## src/include/spr_pkg.sv

```systemverilog
// Purpose: shared constants and types for the single wire pulse receiver
// Assumes: 10 MHz system clock, pulse pin already synchronous to it
// Notes:   every time is held in its own unit and converted to cycles here
package spr_pkg;

  // ---------------------------------------------------------------
  // clock and time base
  // ---------------------------------------------------------------
  localparam int CLK_PERIOD_NS = 100;
  localparam int CLK_PER_US    = 1000 / CLK_PERIOD_NS;
  localparam int TIMER_W       = 18;
  localparam int FIELD_W       = 8;
  localparam int NUM_SINKS     = 5;
  localparam int NUM_BANKS     = 3;
  localparam int LEVEL_W       = 6;
  localparam int BANK_SEL_W    = 2;

  // pin timing in printed units
  localparam int WAKEUP_HIGH_TIME_MS       = 1;
  localparam int PULSE_MIN_WIDTH_NS        = 750;
  localparam int PULSE_MAX_WIDTH_US        = 250;
  localparam int FIRST_FIELD_HOLD_MIN_US   = 550;
  localparam int FIRST_FIELD_HOLD_MAX_US   = 5000;
  localparam int SECOND_FIELD_HOLD_MIN_US  = 550;
  localparam int STANDBY_HIGH_TIME_MS      = 10;
  localparam int BUS_RESET_TIME_MS         = 12;
  localparam int SHUTDOWN_LOW_TIME_MS      = 10;

  // cycle counts: least times round up, longest times round down
  localparam logic [TIMER_W-1:0] WAKEUP_CYC =
    TIMER_W'(WAKEUP_HIGH_TIME_MS * 1000 * CLK_PER_US);
  localparam logic [TIMER_W-1:0] PULSE_MIN_CYC =
    TIMER_W'((PULSE_MIN_WIDTH_NS + CLK_PERIOD_NS - 1) / CLK_PERIOD_NS);
  localparam logic [TIMER_W-1:0] PULSE_MAX_CYC =
    TIMER_W'(PULSE_MAX_WIDTH_US * CLK_PER_US);
  localparam logic [TIMER_W-1:0] HOLD1_MIN_CYC =
    TIMER_W'(FIRST_FIELD_HOLD_MIN_US * CLK_PER_US);
  localparam logic [TIMER_W-1:0] HOLD1_MAX_CYC =
    TIMER_W'(FIRST_FIELD_HOLD_MAX_US * CLK_PER_US);
  localparam logic [TIMER_W-1:0] HOLD2_MIN_CYC =
    TIMER_W'(SECOND_FIELD_HOLD_MIN_US * CLK_PER_US);
  localparam logic [TIMER_W-1:0] STANDBY_CYC =
    TIMER_W'(STANDBY_HIGH_TIME_MS * 1000 * CLK_PER_US);
  localparam logic [TIMER_W-1:0] BUS_RESET_CYC =
    TIMER_W'(BUS_RESET_TIME_MS * 1000 * CLK_PER_US);
  localparam logic [TIMER_W-1:0] SHUTDOWN_CYC =
    TIMER_W'(SHUTDOWN_LOW_TIME_MS * 1000 * CLK_PER_US);

  // ---------------------------------------------------------------
  // register map (byte addresses on the avalon slave)
  // ---------------------------------------------------------------
  localparam logic [4:0] REG_STATUS = 5'h00;
  localparam logic [4:0] REG_FLAGS  = 5'h04;
  localparam logic [4:0] REG_FIELDS = 5'h08;
  localparam logic [4:0] REG_ENABLE = 5'h0C;
  localparam logic [4:0] REG_BANKS  = 5'h10;
  localparam logic [4:0] REG_GROUP  = 5'h14;

  // flag bit positions in REG_FLAGS
  localparam int FLAG_TIMING   = 0;
  localparam int FLAG_HOLD     = 1;
  localparam int FLAG_BUSRST   = 2;
  localparam int FLAG_SHUTDOWN = 3;
  localparam int FLAG_WRITE    = 4;
  localparam int FLAG_W        = 5;

  // pulse-written address map
  localparam logic [FIELD_W-1:0] FADDR_ENABLE = 8'h00;
  localparam logic [FIELD_W-1:0] FADDR_BANK0  = 8'h01;
  localparam logic [FIELD_W-1:0] FADDR_GROUP0 = 8'h04;

  // reset values
  localparam logic [NUM_SINKS-1:0] ENABLE_RST = 5'h00;
  localparam logic [LEVEL_W-1:0]   LEVEL_RST  = 6'h00;

  typedef enum logic [1:0] {
    ST_SHUTDOWN,
    ST_STANDBY,
    ST_BURST,
    ST_FIELD_WAIT
  } spr_state_t;

  typedef struct packed {
    logic               on;
    logic [LEVEL_W-1:0] level;
  } spr_sink_t;

  typedef struct packed {
    logic [FIELD_W-1:0] addr;
    logic [FIELD_W-1:0] data;
  } spr_field_t;

endpackage

```

## src/design/spr_pulse_receiver.sv

```systemverilog
// Purpose: single wire pulse receiver driving five led sink channels
// Assumes: 10 MHz clock, pin synchronous, avalon-mm slave for status
// Notes:   configuration arrives only over the pulse pin
//
// How it works
// RULE1: the pulse pin alone enables, disables and writes every setting.
// RULE2: host holds pin high 1 ms after shutdown before pulsing.
// RULE3: the wakeup high time is only demanded when leaving shutdown.
// RULE4: host keeps pulses and gaps between 0.75 us and 250 us.
// RULE5: first burst latched as address after 550 us high hold.
// RULE6: second burst latched as data after 550 us high hold.
// RULE7: pin high 12 ms resets bus state, dropping partial transfers.
// RULE8: pin high over 10 ms puts bus logic into standby.
// RULE9: pin low 10 ms shuts the device down, all functions off.
// RULE10: five sink channels, each with a 0 to 25 mA setting.
// RULE11: channels map onto up to three banks with independent currents.
// RULE12: all sinks stay off after power-up until enabled.
// RULE13: high pulses per burst are counted to form the field value.
// RULE14: a 100 ns time base measures pulse, gap and hold lengths.
module spr_pulse_receiver #(
  parameter logic [spr_pkg::TIMER_W-1:0] WAKEUP_CYC    = spr_pkg::WAKEUP_CYC,
  parameter logic [spr_pkg::TIMER_W-1:0] HOLD1_MIN_CYC = spr_pkg::HOLD1_MIN_CYC,
  parameter logic [spr_pkg::TIMER_W-1:0] HOLD1_MAX_CYC = spr_pkg::HOLD1_MAX_CYC,
  parameter logic [spr_pkg::TIMER_W-1:0] HOLD2_MIN_CYC = spr_pkg::HOLD2_MIN_CYC,
  parameter logic [spr_pkg::TIMER_W-1:0] STANDBY_CYC   = spr_pkg::STANDBY_CYC,
  parameter logic [spr_pkg::TIMER_W-1:0] BUS_RESET_CYC = spr_pkg::BUS_RESET_CYC,
  parameter logic [spr_pkg::TIMER_W-1:0] SHUTDOWN_CYC  = spr_pkg::SHUTDOWN_CYC
) (
  input  wire logic                 i_sys_clk,               // 10 MHz clock
  input  wire logic                 i_rst_n,                 // sync reset, low
  input  wire logic                 i_pulse_control_pin,     // single wire input
  input  wire logic [4:0]           i_avs_address,           // byte address
  input  wire logic                 i_avs_read,              // read request
  input  wire logic                 i_avs_write,             // write request
  input  wire logic [31:0]          i_avs_writedata,         // write data
  output logic      [31:0]          o_avs_readdata,          // read data
  output logic                      o_avs_waitrequest,       // stall
  output spr_pkg::spr_sink_t [spr_pkg::NUM_SINKS-1:0] o_sinks, // per channel
  output logic                      o_device_on              // not shut down
);

  localparam int TW = spr_pkg::TIMER_W;
  localparam int FW = spr_pkg::FIELD_W;
  localparam int LW = spr_pkg::LEVEL_W;
  localparam int NS = spr_pkg::NUM_SINKS;
  localparam int NB = spr_pkg::NUM_BANKS;
  localparam int BW = spr_pkg::BANK_SEL_W;

  logic          lvl;
  logic [TW-1:0] cnt;

  // ---------------------------------------------------------------
  // pin time base
  // ---------------------------------------------------------------
  spr_level_timer #(.W(TW)) u_timer ( // RULE14
    .i_sys_clk (i_sys_clk),
    .i_rst_n   (i_rst_n),
    .i_pin     (i_pulse_control_pin),
    .o_level   (lvl),
    .o_count   (cnt)
  );

  // ---------------------------------------------------------------
  // pulse decoder and configuration state
  // ---------------------------------------------------------------
  spr_pkg::spr_state_t          state_reg, state_next;
  logic                         idx_reg, idx_next;
  logic [FW-1:0]                pulses_reg, pulses_next;
  spr_pkg::spr_field_t          field_reg, field_next;
  logic [NS-1:0]                enable_reg, enable_next;
  logic [NB-1:0][LW-1:0]        bank_reg, bank_next;
  logic [NS-1:0][BW-1:0]        group_reg, group_next;
  logic [spr_pkg::FLAG_W-1:0]   flags_reg, flags_next;
  logic                         long_reg, long_next;
  logic                         short_reg, short_next;
  logic [spr_pkg::FLAG_W-1:0]   flag_set;
  logic [spr_pkg::FLAG_W-1:0]   flag_clr;
  logic                         fall;
  logic                         do_write;
  logic [FW-1:0]                grp_idx;

  assign fall    = !lvl && (cnt == TW'(1));
  assign grp_idx = field_next.addr - spr_pkg::FADDR_GROUP0;

  // software clears flags by writing ones; a same-cycle set still wins
  assign flag_clr = (i_avs_write && i_avs_address == spr_pkg::REG_FLAGS) ?
                    i_avs_writedata[spr_pkg::FLAG_W-1:0] : '0;

  // next state of the decoder, its fields and the sink settings
  always_comb begin
    state_next  = state_reg;
    idx_next    = idx_reg;
    pulses_next = pulses_reg;
    field_next  = field_reg;
    enable_next = enable_reg;
    bank_next   = bank_reg;
    group_next  = group_reg;
    flag_set    = '0;
    do_write    = 1'b0;
    // remember whether the high just ended was out of range
    long_next   = lvl && (cnt > spr_pkg::PULSE_MAX_CYC);
    short_next  = lvl && (cnt < spr_pkg::PULSE_MIN_CYC);

    unique case (state_reg)
      spr_pkg::ST_SHUTDOWN: begin
        if (lvl && cnt == WAKEUP_CYC) begin // RULE3
          state_next = spr_pkg::ST_STANDBY;
        end
      end
      spr_pkg::ST_STANDBY: begin
        if (fall) begin
          state_next  = spr_pkg::ST_BURST;
          idx_next    = 1'b0;
          pulses_next = '0;
        end
      end
      spr_pkg::ST_BURST: begin
        if (fall) begin
          pulses_next = (pulses_reg == '1) ? pulses_reg : pulses_reg + FW'(1); // RULE13
          if (long_reg || short_reg) begin
            flag_set[spr_pkg::FLAG_TIMING] = 1'b1; // RULE4
          end
        end else if (!lvl && cnt == spr_pkg::PULSE_MAX_CYC + TW'(1)) begin
          flag_set[spr_pkg::FLAG_TIMING] = 1'b1; // RULE4
        end else if (lvl && !idx_reg && cnt == HOLD1_MIN_CYC) begin
          field_next.addr = pulses_reg; // RULE5
          idx_next        = 1'b1;
          pulses_next     = '0;
          state_next      = spr_pkg::ST_FIELD_WAIT;
        end else if (lvl && idx_reg && cnt == HOLD2_MIN_CYC) begin
          field_next.data = pulses_reg; // RULE6
          do_write        = 1'b1;
          state_next      = spr_pkg::ST_STANDBY;
        end
      end
      spr_pkg::ST_FIELD_WAIT: begin
        if (fall) begin
          state_next = spr_pkg::ST_BURST;
        end else if (lvl && cnt == HOLD1_MAX_CYC + TW'(1)) begin
          flag_set[spr_pkg::FLAG_HOLD] = 1'b1; // RULE5
        end
      end
    endcase

    // decoded write lands in the sink settings
    if (do_write) begin // RULE1
      flag_set[spr_pkg::FLAG_WRITE] = 1'b1;
      if (field_next.addr == spr_pkg::FADDR_ENABLE) begin
        enable_next = field_next.data[NS-1:0]; // RULE12
      end else if (field_next.addr >= spr_pkg::FADDR_BANK0 &&
                   field_next.addr < spr_pkg::FADDR_GROUP0) begin
        bank_next[field_next.addr - spr_pkg::FADDR_BANK0] = field_next.data[LW-1:0]; // RULE10
      end else if (field_next.addr >= spr_pkg::FADDR_GROUP0 &&
                   grp_idx < FW'(NS) && field_next.data < FW'(NB)) begin
        group_next[grp_idx] = field_next.data[BW-1:0]; // RULE11
      end
    end

    // long highs: standby past 10 ms, bus reset at 12 ms
    if (lvl && state_reg != spr_pkg::ST_SHUTDOWN) begin
      if (cnt == STANDBY_CYC + TW'(1)) begin
        state_next  = spr_pkg::ST_STANDBY; // RULE8
        pulses_next = '0;
      end
      if (cnt == BUS_RESET_CYC) begin
        state_next  = spr_pkg::ST_STANDBY; // RULE7
        idx_next    = 1'b0;
        pulses_next = '0;
        flag_set[spr_pkg::FLAG_BUSRST] = 1'b1;
      end
    end

    // long low: shut down and drop every setting
    if (!lvl && cnt == SHUTDOWN_CYC && state_reg != spr_pkg::ST_SHUTDOWN) begin
      state_next  = spr_pkg::ST_SHUTDOWN; // RULE9
      idx_next    = 1'b0;
      pulses_next = '0;
      enable_next = spr_pkg::ENABLE_RST;
      bank_next   = '0;
      group_next  = '0;
      flag_set[spr_pkg::FLAG_SHUTDOWN] = 1'b1;
    end

    flags_next = (flags_reg & ~flag_clr) | flag_set;
  end

  always_ff @(posedge i_sys_clk) begin
    if (!i_rst_n) begin
      state_reg  <= spr_pkg::ST_SHUTDOWN;
      idx_reg    <= 1'b0;
      pulses_reg <= '0;
      field_reg  <= '0;
      enable_reg <= spr_pkg::ENABLE_RST; // RULE12
      bank_reg   <= '0;
      group_reg  <= '0;
      flags_reg  <= '0;
      long_reg   <= 1'b0;
      short_reg  <= 1'b0;
    end else begin
      state_reg  <= state_next;
      idx_reg    <= idx_next;
      pulses_reg <= pulses_next;
      field_reg  <= field_next;
      enable_reg <= enable_next;
      bank_reg   <= bank_next;
      group_reg  <= group_next;
      flags_reg  <= flags_next;
      long_reg   <= long_next;
      short_reg  <= short_next;
    end
  end

  // ---------------------------------------------------------------
  // sink outputs, one per channel
  // ---------------------------------------------------------------
  assign o_device_on = (state_reg != spr_pkg::ST_SHUTDOWN); // RULE9

  for (genvar g = 0; g < NS; g++) begin : g_sink
    // a zero level also turns the channel off
    assign o_sinks[g].level = bank_reg[group_reg[g]]; // RULE11
    assign o_sinks[g].on    = enable_reg[g] && o_device_on &&
                              (bank_reg[group_reg[g]] != spr_pkg::LEVEL_RST); // RULE10
  end

  // ---------------------------------------------------------------
  // avalon-mm slave: reads take one wait cycle, writes none
  // ---------------------------------------------------------------
  logic        rd_ack_reg, rd_ack_next;
  logic [31:0] rdata_reg, rdata_next;
  logic [31:0] rd_mux;

  // read mux; unmapped addresses read zero
  always_comb begin
    rd_mux = 32'h0000_0000;
    unique case (i_avs_address)
      spr_pkg::REG_STATUS: rd_mux = {16'h0000, pulses_reg, 5'h00, idx_reg, state_reg};
      spr_pkg::REG_FLAGS:  rd_mux = {27'h0000000, flags_reg};
      spr_pkg::REG_FIELDS: rd_mux = {16'h0000, field_reg};
      spr_pkg::REG_ENABLE: rd_mux = {27'h0000000, enable_reg};
      spr_pkg::REG_BANKS:  rd_mux = {8'h00, 2'b00, bank_reg[2], 2'b00, bank_reg[1],
                                     2'b00, bank_reg[0]};
      spr_pkg::REG_GROUP:  rd_mux = {22'h000000, group_reg};
      default:             rd_mux = 32'h0000_0000;
    endcase
  end

  // registered read data keeps the data output off the mux
  always_comb begin
    rd_ack_next = i_avs_read && !rd_ack_reg;
    rdata_next  = (i_avs_read && !rd_ack_reg) ? rd_mux : rdata_reg;
  end

  always_ff @(posedge i_sys_clk) begin
    if (!i_rst_n) begin
      rd_ack_reg <= 1'b0;
      rdata_reg  <= 32'h0000_0000;
    end else begin
      rd_ack_reg <= rd_ack_next;
      rdata_reg  <= rdata_next;
    end
  end

  assign o_avs_waitrequest = i_avs_read && !rd_ack_reg;
  assign o_avs_readdata    = rdata_reg;

endmodule

```

## src/design/spr_level_timer.sv

```systemverilog
// Purpose: measures how long the pulse pin has held its present level
// Assumes: pin synchronous to the clock
// Notes:   count saturates, so very long levels stay comparable
module spr_level_timer #(
  parameter int W = 18
) (
  input  wire logic         i_sys_clk, // system clock
  input  wire logic         i_rst_n,   // sync reset, active low
  input  wire logic         i_pin,     // pulse control pin
  output logic              o_level,   // registered pin level
  output logic [W-1:0]      o_count    // cycles at this level, from 1
);

  logic         lvl_reg;
  logic         lvl_next;
  logic [W-1:0] cnt_reg;
  logic [W-1:0] cnt_next;

  // ---------------------------------------------------------------
  // free-running time base, restarted on every level change
  // ---------------------------------------------------------------
  always_comb begin
    lvl_next = i_pin;
    if (i_pin != lvl_reg) begin
      cnt_next = W'(1);
    end else if (cnt_reg == '1) begin
      cnt_next = cnt_reg; // hold at top rather than wrap
    end else begin
      cnt_next = cnt_reg + W'(1);
    end
  end

  always_ff @(posedge i_sys_clk) begin
    if (!i_rst_n) begin
      lvl_reg <= 1'b0;
      cnt_reg <= '0;
    end else begin
      lvl_reg <= lvl_next;
      cnt_reg <= cnt_next;
    end
  end

  assign o_level = lvl_reg;
  assign o_count = cnt_reg;

endmodule

```

## config.mk

```make
export PLATFORM = sky130hd
export DESIGN_NAME = spr_pulse_receiver
export DESIGN_NICKNAME = d
export VERILOG_FILES = /design/src/include/spr_pkg.sv /design/src/design/spr_pulse_receiver.sv /design/src/design/spr_level_timer.sv
export SDC_FILE = /design/constraint.sdc
export NUM_CORES = 1
export LEC_CHECK = 0
export BUFFER_PORTS_ARGS = -buffer_cell sky130_fd_sc_hd__buf_2
export CAP_MARGIN = 30
export CORE_MARGIN = 1.5
export CORE_UTILIZATION = 35
export CTS_CLUSTER_SIZE = 40
export DETAILED_ROUTE_END_ITERATION = 7
export GPL_ROUTABILITY_DRIVEN = 0
export MAX_ROUTING_LAYER = met4
export PLACE_DENSITY = 0.65
export SETUP_SLACK_MARGIN = 0.02
export SLEW_MARGIN = 30
export SYNTH_ARGS = -nofsm -noshare
export SYNTH_HDL_FRONTEND = slang
export SYNTH_SLANG_ARGS = --single-unit
export TNS_END_PERCENT = 20
```

## constraint.sdc

```tcl
create_clock -name i_sys_clk -period 4.4 [get_ports i_sys_clk]
set_input_delay 0.66 -clock i_sys_clk [delete_from_list [all_inputs] [get_ports i_sys_clk]]
set_output_delay 0.66 -clock i_sys_clk [all_outputs]
set_load 0.01 [all_outputs]
```

==> impl_table.tex, run 1 <==
\begin{tabular}{lr}
\hline
Metric & Value \\
\hline
\multicolumn{2}{l}{\textbf{Status}} \\
Result of the run & finished clean \\
\multicolumn{2}{l}{\textbf{Detailed routing}} \\
1st-iter DRT viols & 613 \\
Vias/cell & 5.56 \\
Iteration count of the initial detailed-routing pass & 7 \\
Antenna-violating nets left & 0 \\
Total via count after detailed routing & approximately 5.9k \\
Routed WL & 18700 um \\
Routed length per instance & 17.6 um \\
DRC violations left & 0 \\
\multicolumn{2}{l}{\textbf{CTS}} \\
Cells resized by post-CTS repair & 0 \\
Count of H-tree levels built during CTS & 3 \\
Root buf cell & clkbuf\_16 \\
Count of hold buffers inserted by post-cts repair & 0 \\
Buffers inserted during post-CTS setup optimization & 0 \\
Clock transition at path regs & 0.08 ns \\
Source-to-sink clock delay at the later pin of the worst-skew pair & about 0.36 ns \\
Clock tree from TritonCTS & built \\
Clock tree sinks & $\sim$110 \\
Number of buffers added by the clock tree synthesis step & 9 \\
Buffer depth of the longest clock path & 2 \\
\multicolumn{2}{l}{\textbf{Timing}} \\
Final max-slew violation count & 0 \\
Worst setup margin & 0.495 ns \\
Max Clock Skew & 0.00999 ns \\
Final cycle utilization of the critical path & 88.8\% \\
Slew HR & between 40\% and 50\% \\
Shortest clock period the worst path allows after layout & 3.91 ns \\
Unrepaired setup endpoints after global routing & false \\
Actual transition at the worst max-transition pin & 0.874 ns \\
Maximum clock rate & 256 MHz \\
Setup violators final & 0 \\
Fin Setup TNS & 0 ns \\
Worst slack on hold paths & 0.483 ns \\
Number of endpoints with negative hold slack in the final report & 0 \\
\multicolumn{2}{l}{\textbf{Cells and area}} \\
Fraction of layout cells with a size suffix above 1 & between 10\% and 20\% \\
Number of standard cells in the layout, taps in and fillers out & 1059 \\
Summed area of non-filler cells in the final layout & 7170 um\^{}2 \\
Area taken by flip-flops and latches & 2180 um\^{}2 \\
Filler cell count & around 1.9k \\
Multi-input gate area in the final layout & 3880 um\^{}2 \\
Number of flip-flops under the largest register name & 22 \\
Area growth from synthesis to final layout & 12.1\% \\
Inserted Diodes & 0 \\
Final Util & roughly two fifths \\
Net count of the finished layout & 879 \\
\multicolumn{2}{l}{\textbf{Logic synthesis}} \\
Syn avg cell area & 8.07 um\^{}2 \\
Gate Count Post-Synth & between 700 and 800 \\
Synth Warn \# & 0 \\
Synth unique cells & 63 \\
Synth top area share & 34.1\% \\
Yosys top cell by area & dfxtp\_1 \\
Cell area after synthesis & 6400 um\^{}2 \\
Number of register bits inferred by synthesis & 109 \\
Number of enable-type register cells in the synthesized netlist & 0 \\
Post-synth top flop & dfxtp\_1 \\
Leading post-synthesis cells by cell area & dfxtp\_1, mux2i\_1, nand2\_1, nor2\_1, a21oi\_1 \\
FFs w/ async S/R, synth & 0\% \\
Post-synthesis sequential area ratio & $\sim$34\% \\
\multicolumn{2}{l}{\textbf{Die}} \\
Starting Density & 35.6\% \\
Num rows & 49 \\
Chip Width & 138 um \\
Number of top-level design ports & between 100 and 150 \\
Total Die Area & 19100 um\^{}2 \\
Core Region & about 18000 um\^{}2 \\
Vertical die dimension & roughly 140 um \\
\multicolumn{2}{l}{\textbf{Global route}} \\
Antenna violations before repair & 0 \\
Overall track demand over capacity in global routing & approximately a fifth \\
Wire length of the first global-routing pass & 30000 um \\
Via count of the first global-routing pass & 5410 \\
Aggregate global routing overflow & 0 \\
Pin count of the biggest net entering global routing & 46 \\
\multicolumn{2}{l}{\textbf{Power and ir drop}} \\
Power consumption & 1.98 mW \\
Areal power density over the cells & approximately 280 nW/um\^{}2 \\
Leakage & between 2 and 3 nW \\
Worst vdd rail ir drop & 181 uV \\
\multicolumn{2}{l}{\textbf{Worst hold path}} \\
Kind of path behind the tightest hold check & flip-flop to flip-flop \\
\multicolumn{2}{l}{\textbf{Setup path}} \\
Arrival time of the worst setup path & 4.19 ns \\
WP data required & roughly 4.7 ns \\
CP Class & flip-flop to flip-flop \\
CP Max Fanout & 11 \\
Cell with the biggest individual delay on the critical path & a221oi\_1 \\
Worst path max stage delay & 0.39 ns \\
Series of cell instances along the critical path & inv\_1, ha\_1, and4b\_1, nand4\_1, nor3\_1, buf\_4, mux2i\_1, inv\_1, ha\_1, nor4\_1, nand4\_1, a221oi\_1, nand2\_1, nor3\_1, mux2i\_1 \\
Startpoint kind of the worst setup timing path & flip-flop \\
Kind of capture point of the worst setup path & flip-flop \\
\multicolumn{2}{l}{\textbf{Place}} \\
Cell count after placement & 1043 \\
Detailed Place HPWL & 13600 um \\
Buffers added on ports & 73 \\
Minimum setup slack after placement & slightly below 0.5 ns \\
Post-detailed-placement cell area & 6830 um\^{}2 \\
\multicolumn{2}{l}{\textbf{Job}} \\
Count of maximum capacitance violations & 0 \\
\hline
\end{tabular}
[synth_stat cells, types with 5 or more instances]
master / count
nor2b_1: 6
xor2_1: 10
clkbuf_1: 49
nor3_1: 21
a21oi_1: 42
nor2_1: 95
or4_1: 7
nor4_1: 14
ha_1: 12
and3_1: 5
a31oi_1: 6
o311a_1: 5
nand4_1: 11
nand2b_1: 11
o21ai_0: 12
nor3b_1: 5
a22oi_1: 12
dfxtp_1: 109
a222oi_1: 6
mux2i_1: 89
nand3b_1: 9
inv_1: 12
buf_4: 10
or3_1: 7
nand2_1: 107
o22ai_1: 30
buf_2: 10
nand3_1: 19
[kinds of logic after synthesis]
logic type / Yosys count / synth area share, %
AO/OA/AOI/OAI: 142 / 15.3
XOR/XNOR: 13 / 1.78
adder cells (fa/ha/maj): 12 / 2.35
buffers and inverters: 85 / 6.00
flip-flops: 109 / 34.1
multiplexers: 89 / 13.9
other: 1 / 0.0586
AND/OR/NAND/NOR: 342 / 26.5
[critical path: cells and delay by family (launching register included)]
family	cells	cell delay [ns]
and+or+nand+nor	7	1.66
adders and majority gates	2	0.56
muxes	2	0.46
buffers and inverters	3	0.40
AOI/OAI and AO/OA	1	0.39
DFF	1	0.34
[metal layers]
metal / GRT usage, % / wire (um) / vias up
met5: - / 0 / -
met4: 7.15 / 479 / 0
met3: 2.81 / 954 / 31
met1: 26.1 / 8480 / 2761
met2: 32.1 / 8730 / 208
li1: - / - / 2891
[final timing paths]
kind | startpoint | end | slack (ns) | cells past startpoint
max | u_timer.o_count[0] | group_reg[6] | 0.49 | 15
min | o_avs_readdata[2] | o_avs_readdata[2] | 0.48 | 2
max reg2reg | u_timer.o_count[0] | group_reg[6] | 0.49 | 15
min reg2reg | o_avs_readdata[2] | o_avs_readdata[2] | 0.48 | 2
[cells in the final DEF (no fill, tap or decap), drive strengths merged, types with 7 or more instances in the layout]
cell and instances:
a31oi 7, nand2b 11, or4 7, conb 10, a21oi 42, mux2i 89
xor2 10, inv 15, nand4 11, nor2 95, buf 83, nor3 23
o22ai 30, o21ai 12, nor4 15, nand3b 9, nand3 20, or3 7
a22oi 12, ha 12, clkbuf 9, nand2 107, dfxtp 109
[final cells by class]
cell class                      count  area share, %
Sequential cell                   109           30.4
Clock buffer                        9           3.14
Multi-Input combinational cell    608           54.1
Tap cell                          229           3.99
Clock inverter                      7           1.50
Timing Repair Buffer               83           6.14
Inverter                           14          0.733
[report_power, final]
group / switching, mW / internal [mW]
sequential: 0.00207 / 0.988
combinational: 0.0574 / 0.0197
clock: 0.404 / 0.509
total: 0.464 / 1.52
Note: power is estimated with default switching activity, not from simulation.
==> run 2, diff against run 1 <==
==> constraint.sdc (replaced) <==
create_clock -name i_sys_clk -period 4.4 [get_ports i_sys_clk]
set_input_delay 1.1 -clock i_sys_clk [delete_from_list [all_inputs] [get_ports i_sys_clk]]
set_output_delay 1.1 -clock i_sys_clk [all_outputs]
set_load 0.01 [all_outputs]
==> impl_table.tex, run 2 (same netlist as run 1, synthesis figures left out) <==
\begin{tabular}{lr}
\hline
Metric & Value \\
\hline
\multicolumn{2}{l}{\textbf{Timing}} \\
Fin Setup TNS & 0 ns \\
Max Clock Skew & 0.0117 ns \\
Number of endpoints with negative hold slack in the final report & 0 \\
Actual transition at the worst max-transition pin & 0.913 ns \\
Unrepaired setup endpoints after global routing & false \\
Shortest clock period the worst path allows after layout & approximately 4 ns \\
Maximum clock rate & 252 MHz \\
Final cycle utilization of the critical path & 90.1\% \\
Final max-slew violation count & 0 \\
Setup violators final & 0 \\
Slew HR & about two fifths \\
\multicolumn{2}{l}{\textbf{CTS}} \\
Clock tree sinks & 109 \\
Source-to-sink clock delay at the later pin of the worst-skew pair & 0.36 ns \\
Count of H-tree levels built during CTS & 3 \\
Number of buffers added by the clock tree synthesis step & 9 \\
Root buf cell & clkbuf\_16 \\
Buffer depth of the longest clock path & 2 \\
Buffers inserted during post-CTS setup optimization & 0 \\
Clock tree from TritonCTS & built \\
Count of hold buffers inserted by post-cts repair & 0 \\
Clock transition at path regs & 0.08 ns \\
Cells resized by post-CTS repair & 0 \\
\multicolumn{2}{l}{\textbf{Setup path}} \\
CP Class & flip-flop to flip-flop \\
Cell with the biggest individual delay on the critical path & nor3\_1 \\
Kind of cell adding the most delay to the critical path & simple AND/OR/NAND/NOR gates \\
Series of cell instances along the critical path & inv\_1, ha\_1, and4b\_1, nand4\_1, nor3\_1, buf\_4, mux2i\_1, inv\_1, ha\_1, nor4\_1, nand4\_1, a221oi\_1, nand2\_1, nor3\_1, mux2i\_1 \\
Startpoint kind of the worst setup timing path & flip-flop \\
Kind of capture point of the worst setup path & flip-flop \\
CP Max Fanout & 11 \\
WP data required & 4.68 ns \\
Critical path buffer and inverter count & 3 \\
Worst path max stage delay & approximately 0.42 ns \\
Arrival time of the worst setup path & 4.25 ns \\
\multicolumn{2}{l}{\textbf{Cells and area}} \\
Area taken by flip-flops and latches & 2180 um\^{}2 \\
Multi-input gate area in the final layout & 3880 um\^{}2 \\
Filler cell count & $\sim$1.8k \\
Number of flip-flops under the largest register name & 22 \\
Fraction of layout cells with a size suffix above 1 & approximately 14\% \\
Number of standard cells in the layout, taps in and fillers out & 1060 \\
Commonest cells after routing, fill and taps aside & dfxtp\_1, nand2\_1, nor2\_1 \\
Area growth from synthesis to final layout & 11.8\% \\
Most common cell after layout, fill and taps aside & dfxtp\_1 \\
Net count of the finished layout & 880 \\
Inserted Diodes & 0 \\
\multicolumn{2}{l}{\textbf{Status}} \\
Result of the run & finished clean \\
\multicolumn{2}{l}{\textbf{Die}} \\
Total Die Area & 19100 um\^{}2 \\
Number of top-level design ports & $\sim$110 \\
Chip Width & approximately 140 um \\
Vertical die dimension & 138 um \\
Starting Density & 35.6\% \\
Num rows & 49 \\
Core Region & 18000 um\^{}2 \\
\multicolumn{2}{l}{\textbf{Global route}} \\
Wire length of the first global-routing pass & 30100 um \\
Overall track demand over capacity in global routing & about a fifth \\
Via count of the first global-routing pass & between 5k and 6k \\
Antenna violations before repair & 0 \\
Pin count of the biggest net entering global routing & 46 \\
Aggregate global routing overflow & 0 \\
\multicolumn{2}{l}{\textbf{Detailed routing}} \\
Routed length per instance & 17.6 um \\
DRC violations left & 0 \\
Antenna-violating nets left & 0 \\
Routed WL & 18600 um \\
Total via count after detailed routing & about 6k \\
Vias/cell & 5.63 \\
Iteration count of the initial detailed-routing pass & 7 \\
1st-iter DRT viols & 556 \\
\multicolumn{2}{l}{\textbf{Place}} \\
Cell count after placement & between 1k and 1.5k \\
Detailed Place HPWL & 13600 um \\
Buffers added on ports & 73 \\
\multicolumn{2}{l}{\textbf{Power and ir drop}} \\
Worst vdd rail ir drop & around 180 uV \\
Leakage & 2.52 nW \\
Areal power density over the cells & 269 nW/um\^{}2 \\
\multicolumn{2}{l}{\textbf{Job}} \\
Count of maximum capacitance violations & 0 \\
\multicolumn{2}{l}{\textbf{Worst hold path}} \\
Kind of path behind the tightest hold check & flip-flop to flip-flop \\
\hline
\end{tabular}
## run 2: final cells by class
class / instances / area share, %
sequential: 109 / 30.5
clock buffer: 9 / 3.15
tap: 229 / 4.00
multi-input combinational: 608 / 54.2
inverter: 14 / 0.734
timing repair buffer: 84 / 6.26
clock inverter: 7 / 1.17
## run 2: tightest hold or removal path: cells and delay by family, from the launching register on
family / cells / cell delay, ns
flip-flops: 1 / 0.33
AO/OA/AOI/OAI: 1 / 0.06
AND/OR/NAND/NOR: 1 / 0.07
## run 2: worst paths after layout
kind                      startpoint                end  slack (ns)  depth (start not counted)
setup / recovery  u_timer.o_count[0]       group_reg[6]        0.43                         15
hold / removal     o_avs_readdata[1]  o_avs_readdata[1]        0.49                          2
setup reg to reg  u_timer.o_count[0]       group_reg[6]        0.43                         15
hold reg to reg    o_avs_readdata[1]  o_avs_readdata[1]        0.49                          2
## run 2: metrics by stage
stage          power (mW)  setup slack (ns)  hold WS (ns)  utilization, %  area, um^2
6_report             1.92             0.435         0.489            39.8        7160
5_1_grt              1.99            0.0341         0.514            39.8        7160
4_1_cts              1.94             0.448         0.496            39.8        7150
3_5_place_dp         1.09             0.480         0.476            38.1        6840
3_3_place_gp         1.09             0.594         0.465            38.1        6840
2_1_floorplan        1.07             0.913         0.436               -        6430
## run 2: layer usage
layer / wire length (um) / part of all wire [%] / global-route usage [%]
met1: 8460 / 45 / 25.4
met3: 899 / 4.8 / 3.46
met5: 0 / 0 / -
met2: 8800 / 47 / 32.4
met4: 460 / 2.5 / 7.42
## run 2: power by group
part | switching (mW) | total [mW] | internal, mW
logic | 0.0579 | 0.0781 | 0.0202
registers | 0.00198 | 0.990 | 0.988
clock network | 0.405 | 0.855 | 0.450
